`src/rtl/hbscw_pkg.sv`:
```
// hbscw_pkg: offsets, field positions, reset values and states of the
// host-bus slave with two control words and a shared memory window.
// assumes the host bus presents word-aligned byte addresses.
package hbscw_pkg;
    // byte offsets of the two control words from the switch base
    localparam logic [1:0] HBSCW_CW0_OFF = 2'h0;
    localparam logic [1:0] HBSCW_CW1_OFF = 2'h2;
    // widths of the host and module address spaces, the window offset and the switch base
    localparam int HBSCW_HADDR_W = 22;
    localparam int HBSCW_MADDR_W = 20;
    localparam int HBSCW_OFFS_W = 16;
    localparam int HBSCW_BASE_W = 13;
    // control word zero fields
    localparam int HBSCW_MS_LSB = 0;
    localparam int HBSCW_RUN_BIT = 4;
    localparam int HBSCW_VID_LSB = 5;
    localparam int HBSCW_WBASE_LSB = 8;
    localparam int HBSCW_PIE_BIT = 14;
    localparam int HBSCW_DOORBELL_BIT = 15;
    // control word one fields
    localparam int HBSCW_ALTREQ_BIT = 2;
    localparam int HBSCW_VEC_LSB = 3;
    localparam int HBSCW_PAGE_LSB = 9;
    localparam int HBSCW_WEN_BIT = 13;
    localparam int HBSCW_AIE_BIT = 14;
    localparam int HBSCW_HA_BIT = 15;
    // reset values of the writable fields
    localparam logic [5:0] HBSCW_WBASE_RST = 6'h00;
    localparam logic [5:0] HBSCW_VEC_RST = 6'h00;
    localparam logic [3:0] HBSCW_PAGE_RST = 4'h0;
    localparam logic HBSCW_RUN_RST = 1'b0;
    // variant code, value is arbitrary
    localparam logic [2:0] HBSCW_VARIANT_ID = 3'h5;
    // host bus cycle states
    typedef enum logic [3:0] {
        HBSCW_ST_IDLE = 4'h1,
        HBSCW_ST_MEM = 4'h2,
        HBSCW_ST_REPLY = 4'h4,
        HBSCW_ST_SKIP = 4'h8
    } hbscw_state_t;
endpackage

```
`src/rtl/hbscw_sync.sv`:
```
// hbscw_sync: two-flop synchroniser bank for host bus pins.
// assumes each bit is a level that holds for several clocks.
`timescale 1ns/1ps
module hbscw_sync
    import hbscw_pkg::*;
#(
    parameter int WIDTH = 8
)
(
    input wire logic clk_sys_i,
    input wire logic [WIDTH-1:0] pin_i,
    output logic [WIDTH-1:0] sync_o
);
    // elaboration check: an empty bank would leave nothing to resync
    if (WIDTH < 1)
    begin : g_bad_width
        $error("hbscw_sync: WIDTH must be at least one");
    end

    typedef struct packed {
        logic [WIDTH-1:0] meta;
        logic [WIDTH-1:0] stable;
    } hbscw_sync_t;

    hbscw_sync_t s_reg;
    hbscw_sync_t s_next;

    // first stage is read only by the second stage
    always_comb
    begin
        s_next.meta = pin_i;
        s_next.stable = s_reg.meta;
    end

    // no reset: the chain flushes while the block reset is held
    always_ff @(posedge clk_sys_i)
    begin
        s_reg <= s_next;
    end

    assign sync_o = s_reg.stable;
endmodule // hbscw_sync

```
`src/rtl/hbscw_window.sv`:
```
// hbscw_window: memory window comparator and module address builder.
// assumes address and control come from synchronised host pins.
`timescale 1ns/1ps
module hbscw_window
    import hbscw_pkg::*;
(
    input wire logic [HBSCW_HADDR_W-1:0] addr_i,
    input wire logic io_page_i,
    input wire logic [5:0] window_base_i,
    input wire logic window_enable_i,
    input wire logic [3:0] module_page_i,
    output logic match_o,
    output logic [HBSCW_MADDR_W-1:0] mem_addr_o
);
    // comparator is gated by the enable so a shared base stays silent
    always_comb
    begin
        match_o = window_enable_i && !io_page_i &&
            (addr_i[HBSCW_HADDR_W-1:HBSCW_OFFS_W] == window_base_i);
    end

    // page on top, host offset below; module ROM is never reachable
    always_comb
    begin
        mem_addr_o = {module_page_i, addr_i[HBSCW_OFFS_W-1:0]};
    end
endmodule // hbscw_window

```
`src/rtl/hbscw_top.sv`:
```
// hbscw_top: host-bus slave with two control words, a 64-Kbyte window
// into module memory and two vectored interrupts.
// assumes the host holds cycle, address and data steady until reply,
// and the module side (memory, main processor) runs on clk_sys_i.
`timescale 1ns/1ps
module hbscw_top
    import hbscw_pkg::*;
(
    input wire logic clk_sys_i,
    input wire logic nrst_i,
    input wire logic bus_init_i,
    input wire logic bus_cycle_i,
    input wire logic bus_write_i,
    input wire logic bus_iack_i,
    input wire logic bus_io_page_i,
    input wire logic [HBSCW_HADDR_W-1:0] bus_addr_i,
    input wire logic [15:0] bus_wdata_i,
    input wire logic [HBSCW_BASE_W-1:0] switch_selected_base_i,
    input wire logic diag_rom_fitted_i,
    output logic [15:0] bus_rdata_o,
    output logic bus_rdata_oe_o,
    output logic bus_rply_o,
    output logic bus_irq_o,
    input wire logic [3:0] module_state_i,
    input wire logic alert_set_i,
    input wire logic doorbell_ack_i,
    input wire logic timer_i,
    output logic host_doorbell_o,
    output logic mp_reset_n_o,
    output logic refresh_en_o,
    output logic mem_req_o,
    output logic mem_we_o,
    output logic [HBSCW_MADDR_W-1:0] mem_addr_o,
    output logic [15:0] mem_wdata_o,
    input wire logic [15:0] mem_rdata_i,
    input wire logic mem_ack_i
);
    localparam int SYNC_W = HBSCW_HADDR_W + 16 + HBSCW_BASE_W + 6;

    typedef struct packed {
        hbscw_state_t st;
        logic run;
        logic strap_pend;
        logic doorbell;
        logic pie;
        logic [5:0] wbase;
        logic ha;
        logic aie;
        logic wen;
        logic [3:0] page;
        logic [5:0] vec;
        logic [15:0] rdata;
        logic rdata_oe;
        logic rply;
        logic mem_req;
        logic mem_we;
        logic [HBSCW_MADDR_W-1:0] mem_addr;
        logic [15:0] mem_wdata;
    } hbscw_core_t;

    hbscw_core_t r_reg;
    hbscw_core_t r_next;

    logic [SYNC_W-1:0] sync_s;
    logic init_s;
    logic cyc_s;
    logic write_s;
    logic iack_s;
    logic io_s;
    logic rom_s;
    logic [HBSCW_HADDR_W-1:0] addr_s;
    logic [15:0] wdata_s;
    logic [HBSCW_BASE_W-1:0] base_s;
    logic grst;
    logic csr_hit;
    logic hit_w0;
    logic hit_w1;
    logic win_hit;
    logic [HBSCW_MADDR_W-1:0] win_addr;
    logic alert_irq;
    logic timer_irq;
    logic [15:0] cw0_rd;
    logic [15:0] cw1_rd;
    logic [15:0] vector;

    // every host bus pin, strap and base switches included, passes two flops before use; nrst_i and module-side inputs do not
    hbscw_sync #(
        .WIDTH(SYNC_W)
    ) u_sync (
        .clk_sys_i(clk_sys_i),
        .pin_i({bus_init_i, bus_cycle_i, bus_write_i, bus_iack_i,
            bus_io_page_i, diag_rom_fitted_i, bus_addr_i, bus_wdata_i,
            switch_selected_base_i}),
        .sync_o(sync_s)
    );

    assign {init_s, cyc_s, write_s, iack_s, io_s, rom_s, addr_s, wdata_s,
        base_s} = sync_s;

    hbscw_window u_window (
        .addr_i(addr_s),
        .io_page_i(io_s),
        .window_base_i(r_reg.wbase),
        .window_enable_i(r_reg.wen),
        .module_page_i(r_reg.page),
        .match_o(win_hit),
        .mem_addr_o(win_addr)
    );

    // global reset from bus init or the board reset
    assign grst = !nrst_i || init_s;

    // control words: base aligned to four, word one at base plus two
    always_comb
    begin
        csr_hit = io_s && (addr_s[HBSCW_BASE_W-1:2] ==
            base_s[HBSCW_BASE_W-1:2]);
        hit_w0 = csr_hit && (addr_s[1:0] == HBSCW_CW0_OFF);
        hit_w1 = csr_hit && (addr_s[1:0] == HBSCW_CW1_OFF);
    end

    // interrupt sources; alert wins the vector when both pend
    always_comb
    begin
        alert_irq = r_reg.ha && r_reg.aie;
        timer_irq = r_reg.pie && timer_i;
        vector = '0;
        vector[HBSCW_VEC_LSB +: 6] = r_reg.vec;
        vector[HBSCW_ALTREQ_BIT] = !alert_irq && timer_irq;
    end

    // read images; alternate bit reads zero outside a vector cycle
    always_comb
    begin
        cw0_rd = '0;
        cw0_rd[HBSCW_MS_LSB +: 4] = module_state_i;
        cw0_rd[HBSCW_RUN_BIT] = r_reg.run;
        cw0_rd[HBSCW_VID_LSB +: 3] = HBSCW_VARIANT_ID;
        cw0_rd[HBSCW_WBASE_LSB +: 6] = r_reg.wbase;
        cw0_rd[HBSCW_PIE_BIT] = r_reg.pie;
        cw0_rd[HBSCW_DOORBELL_BIT] = r_reg.doorbell;
        cw1_rd = '0;
        cw1_rd[HBSCW_VEC_LSB +: 6] = r_reg.vec;
        cw1_rd[HBSCW_PAGE_LSB +: 4] = r_reg.page;
        cw1_rd[HBSCW_WEN_BIT] = r_reg.wen;
        cw1_rd[HBSCW_AIE_BIT] = r_reg.aie;
        cw1_rd[HBSCW_HA_BIT] = r_reg.ha;
    end

    // next state: strap, module clears, bus cycle, then module sets
    always_comb
    begin
        r_next = r_reg;
        // strap load one cycle after release; a host write then wins
        if (r_reg.strap_pend)
        begin
            r_next.run = rom_s;
            r_next.strap_pend = 1'b0;
        end
        if (doorbell_ack_i)
            r_next.doorbell = 1'b0;
        unique case (r_reg.st)
            HBSCW_ST_IDLE:
            begin
                if (cyc_s)
                begin
                    if (iack_s)
                    begin
                        r_next.rdata = vector;
                        r_next.rdata_oe = 1'b1;
                        r_next.rply = 1'b1;
                        r_next.st = HBSCW_ST_REPLY;
                    end
                    else if (hit_w0 || hit_w1)
                    begin
                        if (write_s && hit_w0)
                        begin
                            // state and variant bits are not stored
                            r_next.run = wdata_s[HBSCW_RUN_BIT];
                            r_next.wbase = wdata_s[HBSCW_WBASE_LSB +: 6];
                            r_next.pie = wdata_s[HBSCW_PIE_BIT];
                            if (wdata_s[HBSCW_DOORBELL_BIT])
                                r_next.doorbell = 1'b1;
                        end
                        else if (write_s)
                        begin
                            r_next.vec = wdata_s[HBSCW_VEC_LSB +: 6];
                            r_next.page = wdata_s[HBSCW_PAGE_LSB +: 4];
                            r_next.wen = wdata_s[HBSCW_WEN_BIT];
                            r_next.aie = wdata_s[HBSCW_AIE_BIT];
                            if (wdata_s[HBSCW_HA_BIT])
                                r_next.ha = 1'b0;
                        end
                        else
                        begin
                            r_next.rdata = hit_w0 ? cw0_rd : cw1_rd;
                            r_next.rdata_oe = 1'b1;
                        end
                        r_next.rply = 1'b1;
                        r_next.st = HBSCW_ST_REPLY;
                    end
                    else if (win_hit)
                    begin
                        r_next.mem_req = 1'b1;
                        r_next.mem_we = write_s;
                        r_next.mem_addr = win_addr;
                        r_next.mem_wdata = wdata_s;
                        r_next.st = HBSCW_ST_MEM;
                    end
                    else
                        r_next.st = HBSCW_ST_SKIP;
                end
            end
            HBSCW_ST_MEM:
            begin
                // memory is reachable whether or not the processor runs
                if (mem_ack_i)
                begin
                    r_next.mem_req = 1'b0;
                    if (!r_reg.mem_we)
                    begin
                        r_next.rdata = mem_rdata_i;
                        r_next.rdata_oe = 1'b1;
                    end
                    r_next.rply = 1'b1;
                    r_next.st = HBSCW_ST_REPLY;
                end
            end
            HBSCW_ST_REPLY:
            begin
                // reply stands until the host ends the cycle
                if (!cyc_s)
                begin
                    r_next.rply = 1'b0;
                    r_next.rdata_oe = 1'b0;
                    r_next.st = HBSCW_ST_IDLE;
                end
            end
            HBSCW_ST_SKIP:
            begin
                // not ours: stay silent, the host times out
                if (!cyc_s)
                    r_next.st = HBSCW_ST_IDLE;
            end
            default:
                r_next.st = HBSCW_ST_IDLE;
        endcase
        // module event after host clear: the set wins
        if (alert_set_i)
            r_next.ha = 1'b1;
    end

    // synchronous global reset; strap is caught after release
    always_ff @(posedge clk_sys_i)
    begin
        if (grst)
        begin
            r_reg <= '0;
            r_reg.st <= HBSCW_ST_IDLE;
            r_reg.run <= HBSCW_RUN_RST;
            r_reg.wbase <= HBSCW_WBASE_RST;
            r_reg.vec <= HBSCW_VEC_RST;
            r_reg.page <= HBSCW_PAGE_RST;
            r_reg.strap_pend <= 1'b1;
        end
        else
            r_reg <= r_next;
    end

    // processor held while stopped; refresh only while it runs
    assign mp_reset_n_o = r_reg.run && !grst;
    assign refresh_en_o = r_reg.run && !grst;
    assign bus_irq_o = alert_irq || timer_irq;
    assign bus_rdata_o = r_reg.rdata;
    assign bus_rdata_oe_o = r_reg.rdata_oe;
    assign bus_rply_o = r_reg.rply;
    assign host_doorbell_o = r_reg.doorbell;
    assign mem_req_o = r_reg.mem_req;
    assign mem_we_o = r_reg.mem_we;
    assign mem_addr_o = r_reg.mem_addr;
    assign mem_wdata_o = r_reg.mem_wdata;
endmodule // hbscw_top

```
`config.mk`:
```
export PLATFORM = sky130hd
export DESIGN_NAME = hbscw_top
export DESIGN_NICKNAME = d
export VERILOG_FILES = /design/src/rtl/hbscw_pkg.sv /design/src/rtl/hbscw_sync.sv /design/src/rtl/hbscw_window.sv /design/src/rtl/hbscw_top.sv
export SDC_FILE = /design/constraint.sdc
export NUM_CORES = 1
export LEC_CHECK = 0
export BUFFER_PORTS_ARGS = -buffer_cell sky130_fd_sc_hd__buf_2
export CORE_UTILIZATION = 56
export CTS_BUF_LIST = sky130_fd_sc_hd__clkbuf_8
export CTS_CLUSTER_DIAMETER = 200
export CTS_CLUSTER_SIZE = 16
export DETAILED_ROUTE_END_ITERATION = 8
export PLACE_DENSITY = 0.91
export RECOVER_POWER = 100
export SYNTH_ARGS = -nofsm -noshare
export SYNTH_HDL_FRONTEND = slang
export SYNTH_SLANG_ARGS = --single-unit
export TNS_END_PERCENT = 30
```
`constraint.sdc`:
```
create_clock -name clk_sys_i -period 2.95 [get_ports clk_sys_i]
set_input_delay 0.1475 -clock clk_sys_i [delete_from_list [all_inputs] [get_ports clk_sys_i]]
set_output_delay 0.1475 -clock clk_sys_i [all_outputs]
set_load 0.02 [all_outputs]
```
# Word-level counts from Yosys, hierarchy flattened
# Index checks and enable logic that the tools add are counted.
# op_classes
n_eq_ne	20
bitwise_logic	3
n_reduce_logical	35
muxes	35
# op_table
op	n
$mux 38	3
$mux 77	1
$mux 21	2
$mux 39	1
$mux 17	2
$pmux 16 s2	1
$mux 30	1
$mux 4	5
$mux 19	1
$mux 18	1
$mux 16	1
$ne 2x2->1 const B	8
$reduce_and 5->1	3
$reduce_and 7->1	2
$mux 13	1
$pmux 4 s3	1
$reduce_and 6->1	2
$reduce_bool 2->1	6
$eq 11x11->1	1
$logic_and 1x1->1	10
$mux 1	8
$mux 8	1
$reduce_and 8->1	1
$eq 6x6->1	1
19 further kinds	29
# word_totals
wordCells	113
inputBits	83
reg_bits	197

# Logic depth before layout (Yosys ltp)
# depth
word_depth	11
mapped_depth	8
depth_no_buf	5

# Modules after synthesis
# Synthesis repeated with hierarchy kept, for this count alone.
# unflattened
hier_cells	637
area_unflattened_um2	6573.8
# by_module_without_submodules
mod	area_each_um2	cells_per_inst	n_inst	seq_area_each_um2
hbscw_top	4063.9	494	1	1661.6
hbscw_sync	2282.2	114	1	2282.2
hbscw_window	227.7	29	1	0.0

# Least setup slack after synthesis
# OpenSTA, ideal clock, no wires.
# synth_path
path_kind	reg2reg
from	register r_reg[81] (netlist name)
to	register r_reg (netlist bit bus_rdata_o[10])
period_less_slack_ns	2.085
arrival_ns	1.942
stages_incl_launch_ff	9
t_required_ns	2.807
setup_slack_ns	0.865
path_buffers	3
setup_time_ns	0.143
path_cell_list	dfxtp_1 > buf_2 > nand3b_1 > or4_4 > a221oi_4 > and2_1 > buf_6 > buf_8 > a211oi_2
# synth_via
elab_chain_len	3
# synth_lines
element	line	source
from (decl)	hbscw_top.sv:61	hbscw_core_t r_reg;
from (signal assigned)	hbscw_top.sv:267	r_reg <= r_next;
$eq 4x1->1 or $eq 4x2->1 (tied branches)	hbscw_top.sv:162	unique case (r_reg.st)
$ne 3x3->1 (no line), or another cell as far along	--	
$reduce_and 7->1 (no line)	--	
# Several ways; a longest one is shown, not always the timed one.
# A chain may end at the register's enable or synchronous reset.

# Final worst setup path
# layout_path
from	register r_reg[79] (netlist name)
to	register r_reg (netlist bit mem_addr_o[5])
# layout_via
elab_chain_len	2
# layout_lines
element	line
$eq 4x1->1	hbscw_top.sv:162
$reduce_and 5->1 (no line)	--
# Every way passes these cells.

==> impl_summary.md <==
Route
The count of nets left with antenna violations after detail routing is 0. The final wirelength is approximately 16000 um. The wire length per cell is 18.0 um. The total iterations of the first detailed-routing run is 5. The via density per instance is ~5.5. For this block, the initial DRC count from the detailed router was around 400. The post-detailed-route DRC marker count is 0. Across all layers, the routed design uses 4938 vias.

Min path
In this run the worst hold path is classified as in -> reg.

Final layout
The post-route netlist has between 10% and 20% of its cells at a drive strength greater than 1. The number of antenna diodes in the final layout is 0. The footprint of the multi-input gates is ~0.0021 mm^2. The area added between synthesis and finish is 20.1%. The net count of the finished layout is 830. The number of fill cells is 847.

In the final layout, flip-flops and latches occupy a little under 0.004 mm^2.

Synthesis
In this run, synthesis inferred 0 flip-flops with an integrated enable. The share of Yosys cell area claimed by the top area cell type is between 50% and 60%. The commonest cells after synthesis are sky130_fd_sc_hd__dfxtp_1, sky130_fd_sc_hd__buf_4, sky130_fd_sc_hd__nor2_1.

The post-synthesis async set-or-reset flop share is 0%. The flip-flop and latch count after synthesis is approximately 190. In the synthesized netlist, mux cells make up just over 7% of the area. The leading register cell type out of synthesis is sky130_fd_sc_hd__dfxtp_1.

Summing the areas of all compound-gate instances in the mapped netlist gives 11.5% of the synthesized area. The most frequent cell after synthesis is sky130_fd_sc_hd__dfxtp_1. The post-synthesis instance total is between 500 and 600. The mean cell area of the mapped netlist is 11.0 um^2. The biggest area contributor in the post-synthesis netlist is sky130_fd_sc_hd__dfxtp_1. For this run, the number of Yosys warnings is 0. The area share of fa/ha/maj cells after synthesis is 0%. The net count of the mapped netlist is ~700. Sequential cells were found to cover about three fifths of the synthesized design area. The number of different library cells used by synthesis comes to just over 50. The simple logic cell fraction of the synthesized area is a little under an eighth.

The area share of xor/xnor cells in the synthesized design is about 2.4%. The dominant combinational cell family by area after synthesis is compound AO/OA/AOI/OAI gates. Yosys attributes the largest share of cell area to sky130_fd_sc_hd__dfxtp_1, sky130_fd_sc_hd__buf_4, sky130_fd_sc_hd__mux2i_1. The cell area that synthesis handed to floorplanning was about 0.0066 mm^2.

Critical path
The critical path goes through nor4b_4 > nand3b_1 > nor4_1 > buf_12 > mux2i_1 > nor2_1. The capturing element type of the critical path is a flop. The arrival time reported for the critical path endpoint is about 2.9 ns. By startpoint and endpoint, the worst setup path is classified as reg -> reg. The slowest stage of the critical path is the sky130_fd_sc_hd__nor4_1 cell. The maximum fanout along the worst path is 39. Data on the critical path is required at its endpoint by about 3.3 ns.

STA classifies the critical path startpoint as a flop. In this design, the stage delay of the slowest critical-path cell is about 0.55 ns.

Floorplan
The placement row count is 39. The core outline area is about 0.011 mm^2. The die area is approximately 0.012 mm^2.

Measured along the y axis, the die boundary spans ~110 um. The top-level I/O count is ~140. The starting density of the core is 57.7%. The die is around 110 um wide.

Pwr
For this design the ratio of total power to cell area is between 600 and 700 mW/mm^2. Across the VDD grid, the largest voltage drop is a little under 0.6 mV. The leakage power is 2.90 nW.

Placed design
The count of buffers inserted at the top-level ports is between 100 and 150. At the end of routability-driven placement, the weighted congestion stood at about 0.85. The placed wire-length estimate after detailed placement is 10300 um.

Timing
The transition time of the tightest slew-check pin is around 1.1 ns. After routing, the total negative slack on setup checks comes to 0 ns. Static timing analysis puts the maximum clock frequency at about 390 MHz. The shortest clock period the worst path allows after layout is 2.56 ns. The final-report hold violation count is 0.

The final setup violation count is 0. The tightest hold margin is between 0.03 and 0.04 ns. Measured against its own limit, the worst slew margin works out to 23.7%. Setup repair after global routing left no endpoint under its margin.

Of the available clock period, the critical path in the final layout requires around 87%. The number of slew-limit violations in the final report was 0. The maximum clock skew at final layout is about 0.016 ns.

GRT
For this run the aggregate overflow at the end of global routing stands at 0. The number of global-route vias before repair is 4967. The wire length of the first global-routing pass is between 20000 and 30000 um. The number of antenna violations at the first check in global routing is 0.

Entering global routing, the biggest net connects 40 pins. In the global route stage, met1 resource usage came out at between 30% and 40%. The routing usage on met3 is 6.62%.

The global routing stage identified its most utilized layer as met2. Global routing consumed, on the met2 layer, 46.8% of the routing resources. Global routing used a little over a quarter of the available tracks.

Clock tree
Post-CTS timing repair inserted 0 buffers for setup. TritonCTS built the clock tree. The clock passes through at most 2 buffers. The total clock buffers created by CTS is 17. In this run the number of H-tree levels came out at 4. The tree built by TritonCTS fans out to between 150 and 200 sinks. The clock-pin slew of the registers on the worst-case setup and hold paths is approximately 0.1 ns. The CTS root buffer is sky130_fd_sc_hd__clkbuf_8. The insertion delay to the later sink of the worst-skew pair is roughly 0.47 ns.

Run status
The run finished with clean final reports.

Flow run
The tool flagged a number of max-cap violations equal to 0.
repair_timing:
action                                  in CTS  in global routing
hold buffers                                65                  0
endpoints found under the setup margin       0                  0
gates resized for setup                      0                  0
hold endpoints to repair                    63                  0
final cells by class:
type | count | share of cell area (%)
inverters | 6 | 0.283
well taps | 143 | 2.25
flip-flops and latches | 193 | 48.6
clock inverters | 14 | 2.16
clock buffers | 18 | 3.12
repair buffers | 218 | 17.4
multi-input cells | 311 | 26.2
power by group:
part / switching (mW) / leakage [nW] / internal [mW]
sequential: 0.0530 / 1.60 / 2.69
clock: 0.967 / 0.207 / 0.803
combinational: 0.139 / 1.09 / 0.148
per-stage QoR:
step	util (%)	setup slack (ns)	std cells	power (mW)	cell area, um^2
6_report	69.3	0.386	903	4.80	7950
5_1_grt	69.3	0.192	903	4.96	7950
4_1_cts	70.8	0.440	903	4.83	8120
3_5_place_dp	61.5	0.471	806	3.03	7050
3_3_place_gp	61.5	0.583	806	3.02	7050
2_1_floorplan	-	0.865	599	2.93	6610
path summary, 6_finish.rpt:
path / slack [ns] / endpoint / cells past startpoint / start
worst min-delay path: 0.03 / bus_rdata_o[6] / 3 / mem_rdata_i[6]
worst max-delay path: 0.39 / mem_addr_o[5] / 6 / r_reg[79]
worst min register to register: 0.32 / u_sync.sync_o[41] / 0 / u_sync.s_next[41]
worst max register to register: 0.39 / mem_addr_o[5] / 6 / r_reg[79]
layer usage:
metal  up-vias  routed length [um]  share of wire [%]
met2       193                8430                 52
met4         0                 352                2.2
met3        27                 934                5.8
li1       2366                   -                  -
met5         -                   0                  0
met1      2352                6510                 40
cell usage in the layout (no fill, tap or decap), types with 5 or more instances in the layout:
master                          count
sky130_fd_sc_hd__a211oi_1          10
sky130_fd_sc_hd__a21oi_1           44
sky130_fd_sc_hd__a311oi_1           6
sky130_fd_sc_hd__a32oi_1            7
sky130_fd_sc_hd__buf_2             77
sky130_fd_sc_hd__buf_4             11
sky130_fd_sc_hd__clkbuf_1          64
sky130_fd_sc_hd__clkbuf_8          18
sky130_fd_sc_hd__dfxtp_1          193
sky130_fd_sc_hd__dlygate4sd3_1     65
sky130_fd_sc_hd__inv_1              6
sky130_fd_sc_hd__mux2_2             9
sky130_fd_sc_hd__mux2i_1           37
sky130_fd_sc_hd__nand2_1           16
sky130_fd_sc_hd__nand3_1           15
sky130_fd_sc_hd__nand4_1           22
sky130_fd_sc_hd__nor2_1            45
sky130_fd_sc_hd__nor3_1             8
sky130_fd_sc_hd__nor4_1             5
sky130_fd_sc_hd__o21ai_0           13
sky130_fd_sc_hd__o31ai_1           12
sky130_fd_sc_hd__xnor2_1           16
cell families after synthesis:
| kind of cell | after synthesis |
|---|---|
| simple gates | 138 |
| buf+inv | 95 |
| compound gates | 109 |
| flops | 193 |
| xor+xnor | 18 |
| mux | 46 |
critical path, delay by kind of cell, from the launching register on:
| family | cells | cell delay (ns) |
|---|---|---|
| flops | 1 | 0.52 |
| mux | 1 | 0.31 |
| simple gates | 4 | 1.20 |
| buf+inv | 1 | 0.36 |
(Power assumes the default switching activity.)
